==> config.mk <==
export PLATFORM = sky130hd
export DESIGN_NAME = event_select
export DESIGN_NICKNAME = d
export VERILOG_FILES = /design/src/hw/event_select.v
export VERILOG_INCLUDE_DIRS = /design/src /design/src/hw
export SDC_FILE = /design/constraint.sdc
export NUM_CORES = 1
export LEC_CHECK = 0
export BUFFER_PORTS_ARGS = -buffer_cell sky130_fd_sc_hd__buf_2
export CORE_ASPECT_RATIO = 1.25
export CORE_MARGIN = 2
export CORE_UTILIZATION = 59
export DETAILED_ROUTE_END_ITERATION = 16
export PLACE_DENSITY = 0.95
export SLEW_MARGIN = 0
export SYNTH_ARGS = -nofsm -noshare
export SYNTH_HDL_FRONTEND = slang
export SYNTH_SLANG_ARGS = --single-unit
export TNS_END_PERCENT = 30
==> constraint.sdc <==
create_clock -name CLK -period 4.4 [get_ports CLK]
set_input_delay 1.1 -clock CLK [delete_from_list [all_inputs] [get_ports CLK]]
set_output_delay 1.1 -clock CLK [all_outputs]
set_load 0.03 [all_outputs]
==> src/hw/event_select_consts.vh <==
`ifndef EVENT_SELECT_CONSTS_VH
`define EVENT_SELECT_CONSTS_VH

// event codes of the two groups
`define EVT_SEGMENT_RENAME 8'hD5
`define EVT_RESOURCE_STALL 8'hDC

// unit masks of the segment rename group
`define UM_RENAME_ES 8'h01
`define UM_RENAME_DS 8'h02
`define UM_RENAME_FS 8'h04
`define UM_RENAME_GS 8'h08
`define UM_RENAME_ANY 8'h0F

// unit masks of the resource stall group
`define UM_RETIRE_QUEUE_FULL 8'h01
`define UM_ISSUE_QUEUE_FULL 8'h02
`define UM_LOAD_STORE_LIMIT 8'h04
`define UM_FP_CONTROL_WRITE 8'h08
`define UM_MISPREDICT_RECOVERY 8'h10
`define UM_STALL_ANY 8'h1F

// register byte offsets
`define OFS_CTRL 8'h00
`define OFS_COUNT 8'h04
`define OFS_STATUS 8'h08

// control register fields
`define CTRL_CODE_LSB 0
`define CTRL_CODE_MSB 7
`define CTRL_MASK_LSB 8
`define CTRL_MASK_MSB 15
`define CTRL_ENABLE_BIT 16

// status register fields
`define STAT_LOAD_STALL_BIT 0
`define STAT_STORE_STALL_BIT 1
`define STAT_SEL_VALID_BIT 2
`define STAT_ACTIVE_BIT 3

// reset values
`define CTRL_RESET 17'h00000
`define COUNT_RESET 32'h00000000

`endif

==> src/hw/event_select.v <==
// The implementer's own choices: the register addresses and register access over APB.
`timescale 1ns/10ps
`default_nettype none
`include "event_select_consts.vh"

module event_select
#(
    parameter COUNT_W = 32
)
(
    input wire CLK,
    input wire RST_B,
    // apb slave
    input wire PSEL,
    input wire PENABLE,
    input wire PWRITE,
    input wire [7:0] PADDR,
    input wire [31:0] PWDATA,
    output reg [31:0] PRDATA,
    output reg PREADY,
    output reg PSLVERR,
    // segment rename qualifiers, one-cycle pulses from the pipeline
    input wire ES_RENAME,
    input wire DS_RENAME,
    input wire FS_RENAME,
    input wire GS_RENAME,
    // resource stall qualifiers
    input wire RETIRE_BUFFER_FULL,
    input wire ISSUE_QUEUE_FULL,
    input wire LOAD_LIMIT_HIT,
    input wire LOAD_RETIRE,
    input wire STORE_LIMIT_HIT,
    input wire STORE_COMMIT,
    input wire FENCE_WAIT,
    input wire FP_CONTROL_WRITE_STALL,
    input wire MISPREDICT_RECOVERY,
    // registered copy of the selected condition gated by the enable bit, one cycle late
    output reg EVENT_ACTIVE
);

    // control register fields
    reg [16:0] ctrl_q;
    reg [16:0] ctrl_d;
    wire [7:0] event_code;
    wire [7:0] unit_mask;
    wire count_enable;

    // event counter
    reg [COUNT_W-1:0] count_q;
    reg [COUNT_W-1:0] count_d;

    // load and store limit stall trackers
    reg load_stall_q;
    reg load_stall_d;
    reg store_stall_q;
    reg store_stall_d;

    // condition vectors and selection
    wire [3:0] rename_vec;
    wire [4:0] stall_vec;
    wire load_store_cond;
    reg sel_valid;
    reg sel_hit;

    // apb decode
    wire setup_phase;
    wire access_done;
    wire wr_ctrl;
    wire wr_count;
    reg addr_hit;
    reg [31:0] rd_data;

    assign event_code = ctrl_q[`CTRL_CODE_MSB:`CTRL_CODE_LSB];
    assign unit_mask = ctrl_q[`CTRL_MASK_MSB:`CTRL_MASK_LSB];
    assign count_enable = ctrl_q[`CTRL_ENABLE_BIT];

    // -----------------------------------------------------------------
    // condition gathering
    // -----------------------------------------------------------------

    // rename pulses in unit mask bit order: es, ds, fs, gs
    // the qualifiers are same-clock logic, so they are read directly
    assign rename_vec = {GS_RENAME, FS_RENAME, DS_RENAME, ES_RENAME};

    // a limit stall holds from the hit until its releasing event;
    // a hit in the same cycle as a release keeps the stall alive
    always @*
    begin
        load_stall_d = load_stall_q;
        store_stall_d = store_stall_q;
        if (LOAD_LIMIT_HIT)
        begin
            load_stall_d = 1'b1;
        end
        else if (LOAD_RETIRE)
        begin
            load_stall_d = 1'b0;
        end
        if (STORE_LIMIT_HIT)
        begin
            store_stall_d = 1'b1;
        end
        else if (STORE_COMMIT)
        begin
            store_stall_d = 1'b0;
        end
    end

    // stall trackers
    always @(posedge CLK or negedge RST_B)
    begin
        if (!RST_B)
        begin
            load_stall_q <= 1'b0;
            store_stall_q <= 1'b0;
        end
        else
        begin
            load_stall_q <= load_stall_d;
            store_stall_q <= store_stall_d;
        end
    end

    // the hit cycle itself counts, the releasing cycle does not, so a
    // one-cycle wait with hit and release back to back counts once
    assign load_store_cond = (LOAD_LIMIT_HIT | (load_stall_q & ~LOAD_RETIRE))
                           | (STORE_LIMIT_HIT | (store_stall_q & ~STORE_COMMIT))
                           | FENCE_WAIT;

    // stall conditions in unit mask bit order; the recovery level comes
    // from the pipeline, which alone knows when older ops have retired
    assign stall_vec = {MISPREDICT_RECOVERY,
                        FP_CONTROL_WRITE_STALL,
                        load_store_cond,
                        ISSUE_QUEUE_FULL,
                        RETIRE_BUFFER_FULL};

    // -----------------------------------------------------------------
    // event selection
    // -----------------------------------------------------------------

    // only the documented code and mask pairs qualify; anything else
    // selects nothing, so the counter holds instead of counting junk
    always @*
    begin
        sel_valid = 1'b0;
        sel_hit = 1'b0;
        case (event_code)
            `EVT_SEGMENT_RENAME:
            begin
                case (unit_mask)
                    `UM_RENAME_ES:
                    begin
                        sel_valid = 1'b1;
                        sel_hit = rename_vec[0];
                    end
                    `UM_RENAME_DS:
                    begin
                        sel_valid = 1'b1;
                        sel_hit = rename_vec[1];
                    end
                    `UM_RENAME_FS:
                    begin
                        sel_valid = 1'b1;
                        sel_hit = rename_vec[2];
                    end
                    `UM_RENAME_GS:
                    begin
                        sel_valid = 1'b1;
                        sel_hit = rename_vec[3];
                    end
                    `UM_RENAME_ANY:
                    begin
                        sel_valid = 1'b1;
                        sel_hit = |rename_vec;
                    end
                    default:
                    begin
                        sel_valid = 1'b0;
                        sel_hit = 1'b0;
                    end
                endcase
            end
            `EVT_RESOURCE_STALL:
            begin
                case (unit_mask)
                    `UM_RETIRE_QUEUE_FULL:
                    begin
                        sel_valid = 1'b1;
                        sel_hit = stall_vec[0];
                    end
                    `UM_ISSUE_QUEUE_FULL:
                    begin
                        sel_valid = 1'b1;
                        sel_hit = stall_vec[1];
                    end
                    `UM_LOAD_STORE_LIMIT:
                    begin
                        sel_valid = 1'b1;
                        sel_hit = stall_vec[2];
                    end
                    `UM_FP_CONTROL_WRITE:
                    begin
                        sel_valid = 1'b1;
                        sel_hit = stall_vec[3];
                    end
                    `UM_MISPREDICT_RECOVERY:
                    begin
                        sel_valid = 1'b1;
                        sel_hit = stall_vec[4];
                    end
                    `UM_STALL_ANY:
                    begin
                        sel_valid = 1'b1;
                        sel_hit = |stall_vec;
                    end
                    default:
                    begin
                        sel_valid = 1'b0;
                        sel_hit = 1'b0;
                    end
                endcase
            end
            default:
            begin
                sel_valid = 1'b0;
                sel_hit = 1'b0;
            end
        endcase
    end

    // -----------------------------------------------------------------
    // apb slave, zero wait states: pready rises in the access phase
    // -----------------------------------------------------------------

    assign setup_phase = PSEL & ~PENABLE;
    assign access_done = PSEL & PENABLE & PREADY;
    assign wr_ctrl = access_done & PWRITE & (PADDR == `OFS_CTRL);
    assign wr_count = access_done & PWRITE & (PADDR == `OFS_COUNT);

    // read mux, sampled at the end of the setup cycle; reserved bits are zero
    always @*
    begin
        addr_hit = 1'b1;
        rd_data = 32'h00000000;
        case (PADDR)
            `OFS_CTRL:
            begin
                rd_data[16:0] = ctrl_q;
            end
            `OFS_COUNT:
            begin
                rd_data[COUNT_W-1:0] = count_q;
            end
            `OFS_STATUS:
            begin
                rd_data[`STAT_LOAD_STALL_BIT] = load_stall_q;
                rd_data[`STAT_STORE_STALL_BIT] = store_stall_q;
                rd_data[`STAT_SEL_VALID_BIT] = sel_valid;
                rd_data[`STAT_ACTIVE_BIT] = EVENT_ACTIVE;
            end
            default:
            begin
                addr_hit = 1'b0;
            end
        endcase
    end

    // bus answer registers; an unmapped address answers with an error
    always @(posedge CLK or negedge RST_B)
    begin
        if (!RST_B)
        begin
            PREADY <= 1'b0;
            PSLVERR <= 1'b0;
            PRDATA <= 32'h00000000;
        end
        else
        begin
            PREADY <= setup_phase;
            PSLVERR <= setup_phase & ~addr_hit;
            if (setup_phase && !PWRITE)
            begin
                PRDATA <= rd_data;
            end
        end
    end

    // -----------------------------------------------------------------
    // control register and counter
    // -----------------------------------------------------------------

    // control register write
    always @*
    begin
        ctrl_d = ctrl_q;
        if (wr_ctrl)
        begin
            ctrl_d = PWDATA[16:0];
        end
    end

    // a software preset wins over a count in the same cycle, so the value
    // written is exactly what the counter holds on the next cycle
    always @*
    begin
        count_d = count_q;
        if (wr_count)
        begin
            count_d = PWDATA[COUNT_W-1:0];
        end
        else if (count_enable && sel_hit)
        begin
            count_d = count_q + {{(COUNT_W-1){1'b0}}, 1'b1};
        end
    end

    // state registers
    always @(posedge CLK or negedge RST_B)
    begin
        if (!RST_B)
        begin
            ctrl_q <= `CTRL_RESET;
            count_q <= `COUNT_RESET;
            EVENT_ACTIVE <= 1'b0;
        end
        else
        begin
            ctrl_q <= ctrl_d;
            count_q <= count_d;
            EVENT_ACTIVE <= count_enable & sel_hit;
        end
    end

endmodule

`default_nettype wire

== Word level (Yosys, flattened, before mapping) ==
Cells that the tools add are included.

* Flip-flop bits (word level): 86
* Logic and storage cells: 66

* Add/subtract/negate cells: 1
* Equal/unequal tests: 11
* Multiplexer cells: 16
* Bitwise operators: 18
* Reduce and logical (&&, ||, !) cells: 12

{| class="wikitable"
|+ Operators with widths
! kind !! count
|-
| 32-bit two-way mux || 2
|-
| 32-bit by 1-bit adder with 32-bit output, second input constant || 1
|-
| 13-bit case mux with 2 select lines || 1
|-
| 8-bit by 4-bit equality test with 1-bit output, second input constant || 3
|-
| 8-bit by 3-bit equality test with 1-bit output, second input constant || 2
|-
| 8-bit by 5-bit equality test with 1-bit output, second input constant || 2
|-
| 8-bit equality test, second input constant || 2
|-
| 15-bit two-way mux || 1
|-
| 4-bit case mux with 3 select lines || 1
|-
| 1-bit AND || 10
|-
| 5-bit OR reduction || 2
|-
| 8-bit by 1-bit equality test with 1-bit output, second input constant || 1
|-
| 8-bit by 2-bit equality test with 1-bit output, second input constant || 1
|-
| 8-bit zero test || 1
|-
| 1-bit two-way mux || 7
|-
| 1-bit case mux with 6 select lines || 1
|-
| 2-bit nonzero test || 3
|-
| 6-bit OR reduction || 1
|-
| 1-bit case mux with 5 select lines || 1
|-
| 1-bit NOT || 4
|-
| 1-bit OR || 4
|-
| 1-bit case mux with 2 select lines || 2
|-
| 4-bit OR reduction || 1
|-
| 3-bit OR reduction || 1
|-
| other kinds (2) || 3
|}

== Logic depth before layout (Yosys ltp) ==
Gate-level depths: netlist of the first run.

* Depth after elaboration: 11
* Gate-level depth with buffers: 10
* Depth with buffers taken out: 7

== Least setup slack after synthesis of the first run ==
Ideal clock, no wire load.

* Kind: input to register
* From: input port PADDR[7]
* To: register ctrl_q[10]
* Setup time: 125 ps
* Arrival: 2,967 ps
* Required time: 4,275 ps
* Setup slack: 1,308 ps
* Cell stages on the path: 5
* Cells stage by stage: nor4_1 > nand2_1 > nor4_2 > clkbuf_1 > mux2_2

* Longest elaborated chain between the ends: 2

{| class="wikitable"
|+ RTL lines
! item !! line !! RTL
|-
| start: declaration || event_select.v:17 || <nowiki>input wire [7:0] PADDR,</nowiki>
|-
| 8-bit zero test || - ||
|-
| 1-bit AND || event_select.v:238 || <nowiki>assign wr_ctrl = access_done & PWRITE & (PADDR == `OFS_CTRL);</nowiki>
|-
| end signal: assignment || event_select.v:323 || <nowiki>ctrl_q <= `CTRL_RESET;</nowiki>
|-
| end signal: assignment || event_select.v:329 || <nowiki>ctrl_q <= ctrl_d;</nowiki>
|-
| end: declaration || event_select.v:42 || <nowiki>reg [16:0] ctrl_q;</nowiki>
|}

Every way passes these cells.
A chain may end at the register's enable or synchronous reset.

== Final worst setup path of the first run ==
* From: register ctrl_q[8]
* To: register count_q[26]

* Longest elaborated chain between the ends: 5

{| class="wikitable"
|+ RTL lines
! item !! line !! RTL
|-
| 8-bit by 5-bit equality test with 1-bit output (tied with other cells) || event_select.v:186 || <nowiki>case (unit_mask)</nowiki>
|-
| 1-bit case mux with 6 select lines / 1-bit case mux with 5 select lines (equally long branches) || event_select.v:186, event_select.v:151 ||
|-
| 1-bit case mux with 2 select lines * || event_select.v:148 || <nowiki>case (event_code)</nowiki>
|-
| 1-bit logical AND * || event_select.v:312 || <nowiki>else if (count_enable && sel_hit)</nowiki>
|-
| 2-bit nonzero test (no source line) * || - ||
|-
| end signal: assignment || event_select.v:324 || <nowiki>count_q <= `COUNT_RESET;</nowiki>
|-
| end signal: assignment || event_select.v:330 || <nowiki>count_q <= count_d;</nowiki>
|-
| end: declaration || event_select.v:49 || <nowiki>reg [COUNT_W-1:0] count_q;</nowiki>
|}

Mark *: on every way between the ends. The rest lies on a longest branch, timed or not.

==> flow_summary.ini, run 1 <==
[clocking]
clock_path_buffers = 2
hold_buffers = 0
worstSkewPairLatency_ps = 370
cts_made_buffers = 9
path_clk_slew_ps = 80
cts-root-buf = clkbuf_8
postCtsSetupRepairBufs = 0
cts_max_level = 3
clock-sinks = 86
cts_resized = 0
cts_tree = yes

[drt]
routed_wl_um = 11350
num_vias = 4103
final_antenna_net_count = 0
via_per_inst = 6.264
drtPass1Iterations = 6
drc = 0
first_iter_violations = 309
routedWlPerCell_um = 17.33

[global_route]
grt_overflow_total = 0
first_global_vias = 3929
antenna_found_initial = 0
grt_max_degree = 87
grt_pass1_wl_um = 18330
track_usage_pct = 29.61

[layout]
area.growth.synth_to_final_pct = 15.82
final_cells = 655
drive_gt1_share_pct = 23.80
nFillCells = 531
regArea_mm2 = 0.002152
design_area_mm2 = 0.005129
final_nets = 617
antennaDiodeCount = 0
multiInputGateArea_mm2 = 0.002120

[floorplan]
die_y_um = 100.9
coreArea_mm2 = 0.007313
rows = 35
start_util_pct = 60.55
die-area_mm2 = 0.008218
num_io_pins = 93
dieWidth_um = 81.49

[place]
place_inst = 639
hpwl_um = 7979
post_dp_cell_area_mm2 = 0.004928
gp_congestion = 0.8960
port_buffers = 92

[timing]
post-route-period-util_pct = 75.01
hold_viol = 0
rsz0062_at_grt = no
worst_pin_slew_ps = 1150
fmax_ghz = 0.3030
finClkSkew_ps = 12.69
slew_viol_final = 0
setup_tns_ps = 0
setup-violations-final = 0
fin_crit_ps = 3301
slew_headroom_pct = 23.03

[logic_synthesis]
synth_top_area_share_pct = 48.60
synth-edff-count = 0
synthFlopType = dfrtp_1
syn_nets = 539
synthMostInstantiatedCell = dfrtp_1
netlist_top_cells_count = dfrtp_1 (86), nand2_1 (82), o21ai_0 (49)
syn_inst = 480
syn_area_per_cell_um2 = 9.225
ys_top_cells_by_area = dfrtp_1 (49%), nand2_1 (7.0%), o21ai_0 (5.5%), mux2_2 (3.8%), xor2_1 (3.0%)
ys_ff_latch = 86
synthArstFlopShare_pct = 100.0
netlist_area_mm2 = 0.004428
synth_area_leader_cell = dfrtp_1
ys_warn_count = 0
seq_area_frac_synth_pct = 48.60
ys_types = 47

[pwr]
leakage_uw = 0.002449
peakVddDrop_mv = 0.2235
p_per_area_mw_per_mm2 = 280.9

[setup_path]
cp.required_ps = 4670
cp_cell_sequence = or3_1 > a21boi_0 > o21ai_0 > a21oi_2 > o211ai_2 > or4_1 > a31oi_1
crit_type = flop to flop
cpPeakStageDelay_ps = 750
cp-start-kind = flop
arrival_ps = 3570
cp_slowest_cell = a21oi_2
worst-path-max-fanout = 18
r2r_cells = 7
end_kind = flop

[min_path]
holdPathStages = 2
holdCritPathClass = flop to flop

[job]
max-cap-violations = 0

[run_status]
outcome = finished, final reports clean
critical path, delay by kind of cell, from the launching register on:
family / cells / cell delay [ps]
AOI/OAI and AO/OA: 5 / 1610
DFF: 1 / 550
and+or+nand+nor: 2 / 1040
layout make-up:
type                            count  area share, %
Tap cell                           92          2.244
Multi-Input combinational cell    352          41.33
Inverter                           13         0.9515
Timing Repair Buffer               96          9.612
Clock inverter                      5          1.147
Sequential cell                    86          41.96
Clock buffer                       11          2.757
cell families after synthesis:
family                   count (synthesis)  share of synthesized area [%]
flip-flops                              86                          48.60
AND/OR/NAND/NOR                        191                          20.71
adder cells (fa/ha/maj)                  1                         0.2825
buffers and inverters                   42                          3.843
XOR/XNOR                                18                          3.561
multiplexers                            21                          5.171
AO/OA/AOI/OAI                          121                          17.83
report_power, final:
group / internal, µW / total (µW) / switching [µW]
clock: 278 / 567 / 289
sequential: 795 / 800 / 5.02
combinational: 26.9 / 74.0 / 47.1
worst paths after layout:
check	slack (ps)	from	to
max in group asynchronous	2830	RST_B	PRDATA[6]
max	1100	ctrl_q[8]	count_q[26]
min reg2reg	470	PRDATA[22]	PRDATA[22]
max reg2reg	1100	ctrl_q[8]	count_q[26]
min	470	PRDATA[22]	PRDATA[22]
min in group asynchronous	910	RST_B	PRDATA[26]
metrics by stage:
step                utilization (%)  hold WS [ps]  total power [µW]  setup slack (ps)
CTS                           70.13         469.5              1445              1160
global route                  70.13         502.4              1494             818.4
finish                        70.13         469.3              1440              1099
detailed placement            67.39         450.2             889.3             844.4
global placement              67.39         444.2             886.3              1021
floorplan                         -         470.2             837.0              1308
registers in the layout, indices dropped and copies added, names as in the netlist:
name           flops
load_stall_q       1
ctrl_q            17
EVENT_ACTIVE       1
PSLVERR            1
store_stall_q      1
count_q           32
PREADY             1
PRDATA            32
layout by cell type (no fill, tap or decap), types with 2 or more instances in the layout:
cell,n
mux2i_1,6
nand4_1,6
nand3b_1,3
o21ai_0,49
nor3b_1,2
o2111ai_1,7
inv_1,13
xnor2_1,3
o311ai_1,2
a21oi_1,10
a31oi_1,15
mux2_2,15
or3_1,10
a22oi_1,13
or4_1,9
a211oi_1,2
and2_1,2
nand3_1,24
clkbuf_8,10
o211ai_1,7
and3_1,8
nand2b_1,2
o31ai_1,6
buf_4,5
dfrtp_1,86
a21o_1,2
nor4_1,2
clkinvlp_4,2
nand2_1,82
xor2_1,15
nor2_1,33
buf_2,91
layer usage:
| metal | global-route usage, % | up-vias | wire (µm) |
|---|---|---|---|
| met5 | 0 | - | 0 |
| met4 | 16.17 | 0 | 488 |
| met3 | 5.466 | 43 | 803 |
| met2 | 48.80 | 214 | 5844 |
| met1 | 36.28 | 1966 | 4216 |
| li1 | - | 1880 | - |
Power figures use the tool's default switching activity.
==> inputs of run 2 (changes only) <==
--- a/config.mk
+++ b/config.mk
@@ -6,12 +6,13 @@
 export SDC_FILE = /design/constraint.sdc
 export NUM_CORES = 1
 export LEC_CHECK = 0
+export ABC_AREA = 1
 export BUFFER_PORTS_ARGS = -buffer_cell sky130_fd_sc_hd__buf_2
 export CORE_ASPECT_RATIO = 1.25
 export CORE_MARGIN = 2
-export CORE_UTILIZATION = 59
+export CORE_UTILIZATION = 57
 export DETAILED_ROUTE_END_ITERATION = 16
-export PLACE_DENSITY = 0.95
+export PLACE_DENSITY = 0.92
 export SLEW_MARGIN = 0
 export SYNTH_ARGS = -nofsm -noshare
 export SYNTH_HDL_FRONTEND = slang
==> constraint.sdc (replaced) <==
create_clock -name CLK -period 3.3 [get_ports CLK]
set_input_delay 0.825 -clock CLK [delete_from_list [all_inputs] [get_ports CLK]]
set_output_delay 0.825 -clock CLK [all_outputs]
set_load 0.03 [all_outputs]
==> flow_summary.ini, run 2 <==
[run_status]
outcome = finished, final reports clean

[setup_path]
cp.required_ps = 3560
worst-path-max-fanout = 68
arrival_ps = 2990
cp-start-kind = input port
crit_type = input port to flop
end_kind = flop

[clocking]
cts_made_buffers = 9
postCtsSetupRepairBufs = 0
cts_resized = 0
hold_buffers = 0
clock_path_buffers = 2
clock-sinks = 86
worstSkewPairLatency_ps = 370
cts_max_level = 3
path_clk_slew_ps = 80
cts-root-buf = clkbuf_8
cts_tree = yes

[drt]
final_antenna_net_count = 0
drc = 0
via_per_inst = 5.604
first_iter_violations = 413
num_vias = 5105
drtPass1Iterations = 7
routedWlPerCell_um = 14.81
routed_wl_um = 13500

[timing]
post-route-period-util_pct = 82.61
hold_viol = 0
finClkSkew_ps = 17.08
slew_headroom_pct = 28.15
fmax_ghz = 0.3668
setup_ws_ps = 573.8
setup_tns_ps = 0
fin_crit_ps = 2726
rsz0062_at_grt = no
slew_viol_final = 0
worst_pin_slew_ps = 1078
setup-violations-final = 0

[logic_synthesis]
netlist_top_cells_count = nand2_1 (234), dfrtp_1 (86), inv_1 (71)
ys_top_cells_by_area = dfrtp_1 (42%), nand2_1 (17%), nand3_1 (5.6%), inv_1 (5.1%), nor2_1 (3.0%)
ys_ff_latch = 86
synthArstFlopShare_pct = 100.0
synth_area_leader_cell = dfrtp_1
ys_warn_count = 0
synthMostInstantiatedCell = nand2_1
seq_area_frac_synth_pct = 41.51
synth_top_area_share_pct = 41.51
syn_nets = 766
syn_inst = 707
synthFlopType = dfrtp_1
syn_area_per_cell_um2 = 7.334
synth-edff-count = 0
netlist_area_mm2 = 0.005185
ys_types = 40

[pwr]
p_total_uw = 2153
leakage_uw = 0.002935
peakVddDrop_mv = 0.2555
p_per_area_mw_per_mm2 = 365.8

[floorplan]
die-area_mm2 = 0.009880
rows = 38
die_y_um = 110.6
num_io_pins = 93
coreArea_mm2 = 0.008748
dieWidth_um = 89.31
start_util_pct = 59.27

[global_route]
first_global_vias = 4977
track_usage_pct = 28.36
grt_overflow_total = 0
grt_pass1_wl_um = 22400
antenna_found_initial = 0
grt_max_degree = 87

[place]
place_ws_ps = 291.2
port_buffers = 92
place_inst = 895
gp_congestion = 0.9363
hpwl_um = 9346

[min_path]
holdCritPathClass = flop to flop

[job]
max-cap-violations = 0

[layout]
final_cells = 911
final_nets = 845
reg.largest.list = PRDATA: 32 flops, count_q: 32 flops, ctrl_q: 17 flops
nFillCells = 750
regArea_mm2 = 0.002152
multiInputGateArea_mm2 = 0.002550
drive_gt1_share_pct = 21.49
layout_common_cells = nand2_1 (234), buf_2 (91), dfrtp_1 (86)
layout_commonest_cell = nand2_1
final_util_pct = 67.28
antennaDiodeCount = 0
area.growth.synth_to_final_pct = 13.51
run 2: area by class of cell:
type,instances,share of cell area [%]
clock buffers,11,2.572
clock inverters,5,1.382
inverters,80,5.102
multi-input cells,512,43.32
flip-flops and latches,86,36.56
well taps,120,2.551
repair buffers,97,8.503
run 2: through the flow:
stage	hold WS (ps)	cell area [µm²]
final	482.7	5886
after floorplan	455.0	5185
after CTS	482.8	5886
after global placement	463.4	5653
after global routing	515.3	5886
after detailed placement	460.8	5653
run 2: cell families after synthesis:
| group | count (synthesis) | share of synthesized area, % |
|---|---|---|
| AOI/OAI and AO/OA | 109 | 13.83 |
| xor gates and xnor gates | 9 | 1.520 |
| adders and majority gates | 1 | 0.2413 |
| buffers and inverters | 109 | 9.315 |
| DFF | 86 | 41.51 |
| and+or+nand+nor | 393 | 33.59 |
run 2: worst max-delay path, stage by stage:
cell and delay (ps):
buf_2 80, nor2_1 40, nand2_1 160, nor3_2 80, inv_2 220, nor2_2 80
inv_2 760, nand2_4 420, nand2_1 190, nand2_1 70
run 2: path summary, 6_finish.rpt:
check,startpoint,end,slack (ps),cells past startpoint
max,PADDR[7],count_q[11],570,10
min,PRDATA[22],PRDATA[22],480,2
max reg2reg,ctrl_q[13],count_q[11],1010,13
min reg2reg,PRDATA[22],PRDATA[22],480,2
max in group asynchronous,RST_B,PRDATA[27],1970,1
min in group asynchronous,RST_B,PRDATA[9],660,1
run 2: per-layer routing:
| layer | GRT usage [%] | routed length [µm] |
|---|---|---|
| met4 | 11.14 | 352 |
| met1 | 33.92 | 5303 |
| met2 | 49.14 | 6954 |
| met3 | 5.082 | 885 |
| met5 | 0 | 0 |
run 2: where the power goes:
part	total, µW	internal (µW)	switching (µW)
clock network	850	467	382
registers	1100	1080	16.5
logic	205	71.4	134
